--- config.mk ---
export PLATFORM = sky130hd
export DESIGN_NAME = sif_status_flags
export DESIGN_NICKNAME = d
export VERILOG_FILES = /design/src/rtl/sif_pkg.sv /design/src/rtl/sif_flag_bank.sv /design/src/rtl/sif_status_flags.sv
export SDC_FILE = /design/constraint.sdc
export NUM_CORES = 1
export LEC_CHECK = 0
export BUFFER_PORTS_ARGS = -buffer_cell sky130_fd_sc_hd__buf_2
export CAP_MARGIN = 25
export CELL_PAD_IN_SITES_DETAIL_PLACEMENT = 1
export CELL_PAD_IN_SITES_GLOBAL_PLACEMENT = 2
export CORE_ASPECT_RATIO = 1.25
export CORE_MARGIN = 2
export CORE_UTILIZATION = 27
export DETAILED_ROUTE_END_ITERATION = 8
export PLACE_DENSITY = 0.88
export SLEW_MARGIN = 30
export SYNTH_ARGS = -nofsm -noshare
export SYNTH_HDL_FRONTEND = slang
export SYNTH_SLANG_ARGS = --single-unit
--- constraint.sdc ---
create_clock -name clk -period 1.7 [get_ports clk]
set_input_delay 0 -clock clk [delete_from_list [all_inputs] [get_ports clk]]
set_output_delay 0 -clock clk [all_outputs]
set_load 0.005 [all_outputs]
--- src/rtl/sif_pkg.sv ---
/*
  constants for the slot interrupt status flags: register offsets, field
  layout and reset values.
  assumes a 16-bit register map reached by word address.
*/
`default_nettype none

package sif_pkg;

  // slot count and register geometry
  localparam int unsigned SIF_NSLOT = 12;
  localparam int unsigned SIF_ADDR_W = 16;
  localparam int unsigned SIF_DATA_W = 16;

  // register offsets
  localparam logic [15:0] SIF_ADDR_DATA_STATUS = 16'h0001;
  localparam logic [15:0] SIF_ADDR_LEV0_STATUS = 16'h0002;
  localparam logic [15:0] SIF_ADDR_LEV1_STATUS = 16'h0003;
  localparam logic [15:0] SIF_ADDR_CLEAR_ON_READ = 16'h0007;

  // field layout: slot flags in bits 11..0
  localparam int unsigned SIF_SLOT_LSB = 0;
  localparam int unsigned SIF_SLOT_MSB = 11;

  // reset values
  localparam logic [11:0] SIF_FLAGS_RESET = 12'h000;
  localparam logic [11:0] SIF_COREN_RESET = 12'hfff;
  localparam logic [15:0] SIF_RDATA_RESET = 16'h0000;

endpackage

`default_nettype wire

--- src/rtl/sif_flag_bank.sv ---
/*
  sticky flag bank: one flag per slot, set by hardware events and cleared
  by per-bit clear strobes, set taking priority.
  assumes set and clear strobes synchronous to clk.
*/
`timescale 1ns/1ps
`default_nettype none

module sif_flag_bank #(
  parameter int unsigned WIDTH = 12
) (
  // clock and reset
  input wire logic clk,
  input wire logic rst,
  // events
  input wire logic [WIDTH-1:0] set_i,
  input wire logic [WIDTH-1:0] clr_i,
  // flags
  output logic [WIDTH-1:0] flags
);

  // one sticky cell per slot
  genvar g;
  generate
    for (g = 0; g < WIDTH; g++) begin : g_cell
      always_ff @(posedge clk or posedge rst) begin
        if (rst) begin
          flags[g] <= 1'b0;
        end else if (set_i[g]) begin
          flags[g] <= 1'b1;
        end else if (clr_i[g]) begin
          flags[g] <= 1'b0;
        end
      end
    end
  endgenerate

endmodule

`default_nettype wire

--- src/rtl/sif_status_flags.sv ---
/*
  slot interrupt status flags: data-update, level 0 and level 1 flags per
  slot, plus per-slot clear-on-read enables, on a simple register port.
  assumes register strobes, slot update strobes and criterion results are
  synchronous to clk; read data appear one cycle after the read strobe.
*/
`timescale 1ns/1ps
`default_nettype none

module sif_status_flags #(
  parameter int unsigned NSLOT = sif_pkg::SIF_NSLOT
) (
  // clock and reset
  input wire logic clk,
  input wire logic rst,
  // register port
  input wire logic [15:0] reg_addr,
  input wire logic [15:0] reg_wdata,
  input wire logic reg_wr,
  input wire logic reg_rd,
  output logic [15:0] reg_rdata,
  output logic reg_rd_valid,
  // slot processing
  input wire logic [NSLOT-1:0] slot_update,
  input wire logic [NSLOT-1:0] slot_lev0_met,
  input wire logic [NSLOT-1:0] slot_lev1_met,
  input wire logic [NSLOT-1:0] slot_data_read,
  // flag state
  output logic [NSLOT-1:0] data_flags,
  output logic [NSLOT-1:0] lev0_flags,
  output logic [NSLOT-1:0] lev1_flags,
  output logic [NSLOT-1:0] coren_flags
);

  logic wr_data;
  logic wr_lev0;
  logic wr_lev1;
  logic wr_coren;
  logic [NSLOT-1:0] wr_bits;
  logic [NSLOT-1:0] data_clr;
  logic [NSLOT-1:0] lev0_set;
  logic [NSLOT-1:0] lev1_set;
  logic [15:0] rdata_next;

  // address decode
  assign wr_data = reg_wr && (reg_addr == sif_pkg::SIF_ADDR_DATA_STATUS);
  assign wr_lev0 = reg_wr && (reg_addr == sif_pkg::SIF_ADDR_LEV0_STATUS);
  assign wr_lev1 = reg_wr && (reg_addr == sif_pkg::SIF_ADDR_LEV1_STATUS);
  assign wr_coren = reg_wr && (reg_addr == sif_pkg::SIF_ADDR_CLEAR_ON_READ);
  assign wr_bits = reg_wdata[sif_pkg::SIF_SLOT_MSB:sif_pkg::SIF_SLOT_LSB];

  // data-update clears: write one, or slot data read with enable
  assign data_clr = ({NSLOT{wr_data}} & wr_bits)
                  | (slot_data_read & coren_flags);

  // level criteria taken only on the update strobe
  assign lev0_set = slot_update & slot_lev0_met;
  assign lev1_set = slot_update & slot_lev1_met;

  // data-update flags, all slots
  sif_flag_bank #(
    .WIDTH(NSLOT)
  ) u_data_bank (
    .clk(clk),
    .rst(rst),
    .set_i(slot_update),
    .clr_i(data_clr),
    .flags(data_flags)
  );

  // level 0 flags
  sif_flag_bank #(
    .WIDTH(NSLOT)
  ) u_lev0_bank (
    .clk(clk),
    .rst(rst),
    .set_i(lev0_set),
    .clr_i({NSLOT{wr_lev0}} & wr_bits),
    .flags(lev0_flags)
  );

  // level 1 flags
  sif_flag_bank #(
    .WIDTH(NSLOT)
  ) u_lev1_bank (
    .clk(clk),
    .rst(rst),
    .set_i(lev1_set),
    .clr_i({NSLOT{wr_lev1}} & wr_bits),
    .flags(lev1_flags)
  );

  // clear-on-read enables
  always_ff @(posedge clk or posedge rst) begin
    if (rst) begin
      coren_flags <= sif_pkg::SIF_COREN_RESET;
    end else if (wr_coren) begin
      coren_flags <= wr_bits;
    end
  end

  // read mux, upper bits zero
  always_comb begin
    rdata_next = sif_pkg::SIF_RDATA_RESET;
    unique case (reg_addr)
      sif_pkg::SIF_ADDR_DATA_STATUS: rdata_next[NSLOT-1:0] = data_flags;
      sif_pkg::SIF_ADDR_LEV0_STATUS: rdata_next[NSLOT-1:0] = lev0_flags;
      sif_pkg::SIF_ADDR_LEV1_STATUS: rdata_next[NSLOT-1:0] = lev1_flags;
      sif_pkg::SIF_ADDR_CLEAR_ON_READ: rdata_next[NSLOT-1:0] = coren_flags;
      default: rdata_next = sif_pkg::SIF_RDATA_RESET;
    endcase
  end

  // registered read data
  always_ff @(posedge clk or posedge rst) begin
    if (rst) begin
      reg_rdata <= sif_pkg::SIF_RDATA_RESET;
      reg_rd_valid <= 1'b0;
    end else begin
      reg_rd_valid <= reg_rd;
      if (reg_rd) begin
        reg_rdata <= rdata_next;
      end
    end
  end
endmodule

`default_nettype wire

# Yosys cells after proc, flatten, opt, wreduce, memory -nomap -nowiden
# Cells that the tools add are included.
[classes] eq_ne=4 n_mux=73 n_bitwise=7 reduce_logical=40
[ops] cell="12-bit AND" n=6
[ops] cell="1-bit two-way mux" n=72
[ops] cell="2-bit nonzero test" n=36
[ops] cell="12-bit one-hot mux with 4 select lines" n=1
[ops] cell="16-bit by 2-bit == test with 1-bit output, second input constant" n=2
[ops] cell="16-bit by 1-bit == test with 1-bit output, second input constant" n=1
[ops] cell="16-bit by 3-bit == test with 1-bit output, second input constant" n=1
[ops] cell="12-bit bitwise OR" n=1
[ops] cell="1-bit logical AND" n=4
[word_totals] ff_bits=61 inputBits=84 output_inout_bits=65

# Longest topological paths before layout
# Gate-level depths: netlist (run 1).
[logic_depth] depth_word=6 depth_mapped=6 mapped_depth_nobuf=5

# Hierarchy
# A second synthesis (run 1) with hierarchy kept.
[unflattened] cells_unflattened=289 hier_area_um2=3148.0
[modules_own_cells] module="sif_status_flags" n_inst=1 cells_each=178 area_per_inst_um2=1830.5 seq_area_each_um2=640.6
[modules_own_cells] module="sif_flag_bank" n_inst=3 cells_each=37 area_per_inst_um2=439.2 seq_area_each_um2=300.3

# Least setup slack after synthesis (run 1)
# Ideal clock, no wire load.
[synth_path] path_type="input-to-reg" startpoint="input port reg_addr[15]" endpoint="register u_data_bank.flags[10]" t_arrival_ns=1.546 required_ns=1.580 slack_ns=0.034 path_stages=6 path_buffers=1 cell_sequence="or4_4 > nor4_4 > and2_1 > buf_4 > nand2_1 > a31o_1"
[synth_between] elab_chain_len=5
[synth_lines] item="from (decl)" line="sif_status_flags.sv:17" rtl="input wire logic [15:0] reg_addr,"
[synth_lines] item="16-bit by 1-bit == test with 1-bit output" line="sif_status_flags.sv:46" rtl="assign wr_data = reg_wr && (reg_addr == sif_pkg::SIF_ADDR_DATA_STATUS);"
[synth_lines] item="1-bit logical AND" line="sif_status_flags.sv:46"
[synth_lines] item="12-bit AND" line="sif_status_flags.sv:53" rtl="assign data_clr = ({NSLOT{wr_data}} & wr_bits)"
[synth_lines] item="12-bit bitwise OR" line="sif_status_flags.sv:54" rtl="| (slot_data_read & coren_flags);"
[synth_lines] item="2-bit nonzero test (no line)"
[synth_lines] item="to (signal, indexed assignment)" line="sif_flag_bank.sv:28" rtl="flags[g] <= 1'b0;"
[synth_lines] item="to (signal, indexed assignment)" line="sif_flag_bank.sv:30" rtl="flags[g] <= 1'b1;"
[synth_lines] item="to (signal, indexed assignment)" line="sif_flag_bank.sv:32" rtl="flags[g] <= 1'b0;"
[synth_lines] item="to (decl)" line="sif_flag_bank.sv:19" rtl="output logic [WIDTH-1:0] flags"
# Every way passes these cells.
# A chain may end at the register's enable or synchronous reset.

# Worst setup path in the final report (run 1)
[layout_path] startpoint="input port reg_addr[15]" endpoint="register u_data_bank.flags[9]"
# Same word-level chain as after synthesis.

==> results of run 1 <==
[worst min-delay path, stage by stage]
cell and delay [ns]:
buf_2 0.12, nand2_2 0.09, buf_4 0.15, mux2_4 0.15
[how the worst max path moves through the flow]
| stage | startpoint | to | slack (ns) | cells after the start |
|---|---|---|---|---|
| global route | reg_addr[15] | u_data_bank.flags[9]$_DFFE_PP0P_ | 0.09 | 7 |
| global placement | reg_addr[15] | u_lev1_bank.flags[1]$_DFFE_PP0P_ | -0.11 | 7 |
| floorplan | reg_addr[15] | u_data_bank.flags[10]$_DFFE_PP0P_ | 0.03 | 6 |
| detailed placement | reg_addr[15] | u_data_bank.flags[7]$_DFFE_PP0P_ | -0.17 | 7 |
| finish | reg_addr[15] | u_data_bank.flags[9]$_DFFE_PP0P_ | 0.17 | 7 |
| CTS | reg_addr[15] | u_data_bank.flags[9]$_DFFE_PP0P_ | 0.17 | 7 |
[logic make-up (layout without fill, tap and decap cells)]
family / after synthesis / in the layout
mux: 12 / 12
compound gates: 85 / 85
buf+inv: 16 / 241
flops: 61 / 61
simple gates: 63 / 63
other cells: 1 / 5
[metal layers]
| metal | GRT usage, % | wire (um) |
|---|---|---|
| met1 | 24.7 | 4690 |
| met2 | 34.7 | 5570 |
| met3 | 4.78 | 727 |
| met4 | 7.59 | 313 |
| met5 | 0 | 0 |
[cell type report]
cell class                 count  area [sq um]
timing repair buffer         223          1520
sequential                    61          1540
clock inverter                 6          38.8
fill                        1149          5440
inverter                       2          7.51
antenna                        1          2.50
multi-input combinational    164          1210
tap                          129           161
clock buffer                  10           239
[cells in the final DEF (no fill, tap or decap), types with 4 or more instances in the layout]
cell type / count
a31o_1: 10
nand2_1: 48
a22oi_1: 24
dfrtp_1: 49
clkbuf_16: 9
mux2_4: 10
a21o_1: 12
buf_2: 140
nor4_4: 4
a22o_1: 24
dlygate4sd3_1: 62
a21oi_1: 12
conb_1: 4
dfstp_2: 12
buf_4: 18
[power breakdown]
| part | leakage, uW | switching (uW) | internal [uW] |
|---|---|---|---|
| clock | 0.000134 | 678 | 1020 |
| sequential | 0.000618 | 0.517 | 1460 |
| combinational | 0.00145 | 125 | 173 |
[flip-flops by register name, summed over array words and instances (netlist names)]
register	flops
u_lev1_bank.flags	12
coren_flags	12
reg_rdata	12
u_lev0_bank.flags	12
u_data_bank.flags	12
reg_rd_valid	1
[stage by stage]
stage	setup WS [ns]	power (uW)
floorplan	0.0341	1530
global placement	-0.109	1660
detailed placement	-0.172	1660
CTS	0.169	3480
global route	0.0858	3570
finish	0.167	3450
==> impl_metrics.tcl, run 1 <==
set metrics [dict create \
    status "completed" \
    synth_top_area_share_pct 43.2 \
    coreArea_sq_um 10200 \
    cp-start-kind "input pin" \
    dpl.hpwl_um 7810 \
    regToRegEndpoint "reg_rdata[7]$_DFFE_PP0P_" \
    synthMuxAreaShare_pct 6.09 \
    grt_max_degree 42 \
    drc 0 \
    wl_per_cell_um 19.0 \
    die_y_um 119 \
    hold_end "coren_flags[2]$_DFFE_PP1P_" \
    viasPerCell 4.94 \
    yosysWarnings 0 \
    cpLargestDelayFamily "simple AND/OR/NAND/NOR gates" \
    place.gp.congestion 0.818 \
    required_ns 1.91 \
    period_share_pct 90.2 \
    grt_usage_pct 20.4 \
    clock-sinks 61 \
    final_cell_area_sq_um 4720 \
    rsz0062_at_grt "false" \
    setup_viol 0 \
    place_inst 517 \
    cp_slowest_stage_delay_ns 0.60 \
    synthAdderAreaFrac_pct 0 \
    start_util_pct 27.9 \
    worst_ep_arrival_time_ns 1.74 \
    path_buf_inv 2 \
    async_flop_share_pct 100 \
    end_kind "flip-flop" \
    cts_made_buffers 9 \
    hold_depth 4 \
    slowest_stage "or4_4" \
    synthFlopType "dfrtp_1" \
    grt_pass1_vias 3230 \
    max_clock_freq_ghz 0.652 \
    path_clk_slew_ns 0.05 \
    cts_hold_buf 62 \
    ios 149 \
    synth.most_common_cell "dfrtp_1" \
    core.rowCount 41 \
    max_cap_viol_count 0 \
    criticalPathCategory "input pin to flip-flop" \
    via_count 2945 \
    synth-simple-area-share_pct 12.8 \
    grt_pass1_wl_um 17500 \
    power_density_nw_per_um2 731 \
    min_path_type "input pin to flip-flop" \
    final_util_pct 46.5 \
    syn2layout_area_growth_pct 66.4 \
    synth_top_family_by_area "compound AO/OA/AOI/OAI gates" \
    cts_tree "built" \
    die_x_um 95.7 \
    synth.area.top_cells "dfrtp_1, dfstp_2, a22o_1" \
    p_leak_uw 0.00220 \
    netlist_instances 238 \
    clk_path_buf_depth 2 \
    ant_nets 0 \
    synth_seq_cells 61 \
    synth.distinct_cells 26 \
    antenna_found_initial 0 \
    hold_violations 0 \
    syn-cell-area_sq_um 2840 \
    htreeDepth 3 \
    syn_avg_cell_area_sq_um 11.9 \
    placed_area_sq_um 3820 \
    fin_cells 596 \
    synth_compound_area_share_pct 23.1 \
    cts-resized-gates 0 \
    grt_overflow 0 \
    portBuffers 140 \
    yosysSeqAreaShare_pct 54.3 \
    cts_root_buf "clkbuf_16" \
    holdWs_ns 0.228 \
    drt-pass1-iter-count 6 \
    first_iter_violations 93 \
    path_cells "buf_2 > or4_4 > nor4_4 > and2_1 > buf_4 > nand2_1 > a31o_1" \
    clock_skew_ns 0.00748 \
    final_max_slew_viol_count 0 \
    post-cts-setup-buffer-count 0 \
    synth_xor_area_share_pct 0 \
    finalNetCount 545 \
    path_max_fanout 8 \
    die_area_sq_um 11300 \
    yosys-top-cells-count "dfrtp_1, nand2_1, a22o_1, a22oi_1" \
    worst-r2r-setup-slack_ns 0.71 \
    totalWireLength_um 11300 \
    max-vdd-ir-drop_mv 0.468 \
    fin_tns_setup_ns 0 \
    layout-drive-gt1-share_pct 45.9 \
    synth_edf_count 0 \
    r2r_start "u_data_bank.flags[7]$_DFFE_PP0P_" \
    worst-r2r-cell-count 3 \
    min_period_ns 1.53 \
    worstHoldStart "reg_wr" \
    insertion_delay_ns 0.33 \
    yosysTopAreaCell "dfrtp_1" \
]
Note: power is estimated with default switching activity, not from simulation.
==> inputs of run 2 (changes only) <==
--- a/config.mk
+++ b/config.mk
@@ -11,9 +11,9 @@
 export CELL_PAD_IN_SITES_GLOBAL_PLACEMENT = 2
 export CORE_ASPECT_RATIO = 1.25
 export CORE_MARGIN = 2
-export CORE_UTILIZATION = 27
+export CORE_UTILIZATION = 24
 export DETAILED_ROUTE_END_ITERATION = 8
-export PLACE_DENSITY = 0.88
+export PLACE_DENSITY = 0.83
 export SLEW_MARGIN = 30
 export SYNTH_ARGS = -nofsm -noshare
 export SYNTH_HDL_FRONTEND = slang
==> constraint.sdc (replaced) <==
create_clock -name clk -period 1.3 [get_ports clk]
set_input_delay 0 -clock clk [delete_from_list [all_inputs] [get_ports clk]]
set_output_delay 0 -clock clk [all_outputs]
set_load 0.005 [all_outputs]
==> impl_metrics.tcl, run 2 (synthesized netlist as in run 1, its figures left out) <==
set metrics [dict create \
    final_cell_mix "buf_2, dlygate4sd3_1, dfrtp_1" \
    seq_power_share_pct 43.2 \
    max_clock_freq_ghz 0.678 \
    period_share_pct 114 \
    die_y_um 126 \
    p_leak_uw 0.00224 \
    coreArea_sq_um 11600 \
    violations "negative setup slack" \
    power_density_nw_per_um2 909 \
    max-vdd-ir-drop_mv 0.523 \
    rsz0062_at_grt "true" \
    clock-sinks 61 \
    place.gp.congestion 0.749 \
    min_period_ns 1.48 \
    final_util_pct 42.0 \
    slowest_stage "or4_4" \
    drc 0 \
    dpl.hpwl_um 7500 \
    cpLargestDelayFamily "simple AND/OR/NAND/NOR gates" \
    antenna_found_initial 0 \
    max_cap_viol_count 0 \
    slew_headroom_pct 65.5 \
    hold_violations 0 \
    cp_slowest_stage_delay_ns 0.60 \
    criticalPathCategory "input pin to flip-flop" \
    netSwitchingPower_uw 1000 \
    required_ns 1.51 \
    start_util_pct 24.5 \
    ios 149 \
    clock_skew_ns 0.00426 \
    fin_cells 603 \
    cts_root_buf "clkbuf_16" \
    grt_pass1_wl_um 17700 \
    worst_ep_arrival_time_ns 1.68 \
    cts_made_buffers 9 \
    power.share.clock_pct 47.7 \
    netSwitchingFraction_pct 22.7 \
    clk_path_buf_depth 2 \
    holdWs_ns 0.0148 \
    final_max_slew_viol_count 0 \
    htreeDepth 3 \
    status "finished, violations left" \
    syn2layout_area_growth_pct 71.2 \
    tightest_slew_ns 0.516 \
    num_antenna_cells 0 \
    cp-start-kind "input pin" \
    grt_overflow 0 \
    cts_tree "built" \
    first_iter_violations 140 \
    viasPerCell 4.87 \
    die_area_sq_um 12700 \
    die_x_um 101 \
    totalWireLength_um 11400 \
    path_cells "buf_6 > or4_4 > nor4_4 > buf_4 > and2_4 > nand2_1 > a22o_1" \
    worst_slack_ns -0.176 \
    ant_nets 0 \
    grt_max_degree 26 \
    grt_pass1_vias 3198 \
    core.rowCount 44 \
    pwr-share-comb_pct 9.1 \
    end_kind "flip-flop" \
    grt_usage_pct 18.4 \
    drt-pass1-iter-count 4 \
    p_int_uw 3410 \
    place_inst 520 \
    setup_viol 60 \
    min_path_type "input pin to flip-flop" \
    path_buf_inv 2 \
    layout_commonest_cell "buf_2" \
    insertion_delay_ns 0.33 \
    finalNetCount 544 \
    path_clk_slew_ns 0.05 \
    portBuffers 140 \
    via_count 2939 \
    path_max_fanout 6 \
    wl_per_cell_um 18.9 \
    layout-drive-gt1-share_pct 52.9 \
]
## run 2: cell types whose count changed in the layout (fill, tap and decap cells not counted), moves of 3 or more
cell / previous run / this run
and2_4: 0 / 5
nand2_1: 48 / 28
a21oi_1: 12 / 5
nand2_2: 1 / 21
and2_1: 3 / 0
buf_4: 18 / 10
buf_6: 0 / 6
a21oi_2: 0 / 7
## run 2: timing repair
action / 4_1_cts / 5_1_grt
cloned: 2 / 0
pin swaps: 10 / 8
buffers inserted: 5 / 0
endpoints found under the hold margin: 63 / 0
gates resized for setup: 15 / 23
hold buffers: 60 / 0
endpoints found under the setup margin: 60 / 60
## run 2: cell type report
type | instances | area [sq um]
flip-flops and latches | 61 | 1540
clock inverters | 5 | 27.5
inverters | 2 | 11.3
fillers | 1311 | 6700
repair buffers | 220 | 1540
clock buffers | 11 | 233
well taps | 138 | 173
multi-input cells | 166 | 1330
## run 2: layer usage
layer	vias to the layer above	part of all wire (%)	global-route usage (%)	wire (um)
met5	-	0	0	0
met4	0	1.7	5.17	189
met3	13	4.7	3.86	539
met2	106	52	31.7	5890
met1	1487	42	23.0	4770
li1	1333	-	-	-
## run 2: power by group through the flow
stage,clock (uW),sequential [uW],combinational (uW)
after floorplan,0,1940,65.6
after global placement,0,1940,242
after detailed placement,0,1940,248
after CTS,2150,1900,397
after global routing,2230,1900,442
final,2110,1910,403
## run 2: through the flow
stage | total power [uW] | setup TNS, ns | worst slack (ns) | area (sq um)
2_1_floorplan | 2000 | -15.93 | -0.306 | 2870
3_3_place_gp | 2180 | -27.04 | -0.482 | 3810
3_5_place_dp | 2180 | -28.89 | -0.539 | 3810
4_1_cts | 4450 | -6.64 | -0.168 | 4780
5_1_grt | 4580 | -11.25 | -0.261 | 4860
6_report | 4410 | -7.00 | -0.176 | 4860
## run 2: worst paths after layout
path	start	endpoint	slack, ns	cells after the start
max	reg_addr[7]	u_lev0_bank.flags[0]$_DFFE_PP0P_	-0.18	7
min	slot_data_read[7]	u_data_bank.flags[7]$_DFFE_PP0P_	0.01	3
max reg2reg	coren_flags[0]$_DFFE_PP1P_	u_data_bank.flags[0]$_DFFE_PP0P_	0.30	2
min reg2reg	reg_rdata[8]$_DFFE_PP0P_	reg_rdata[8]$_DFFE_PP0P_	0.48	1
max in group asynchronous	rst	coren_flags[1]$_DFFE_PP1P_	0.47	4
min in group asynchronous	rst	u_lev0_bank.flags[4]$_DFFE_PP0P_	0.25	3
## run 2: worst min-delay path: stages
cell     delay, ns
buf_2         0.10
nand2_1       0.06
a31o_1        0.15
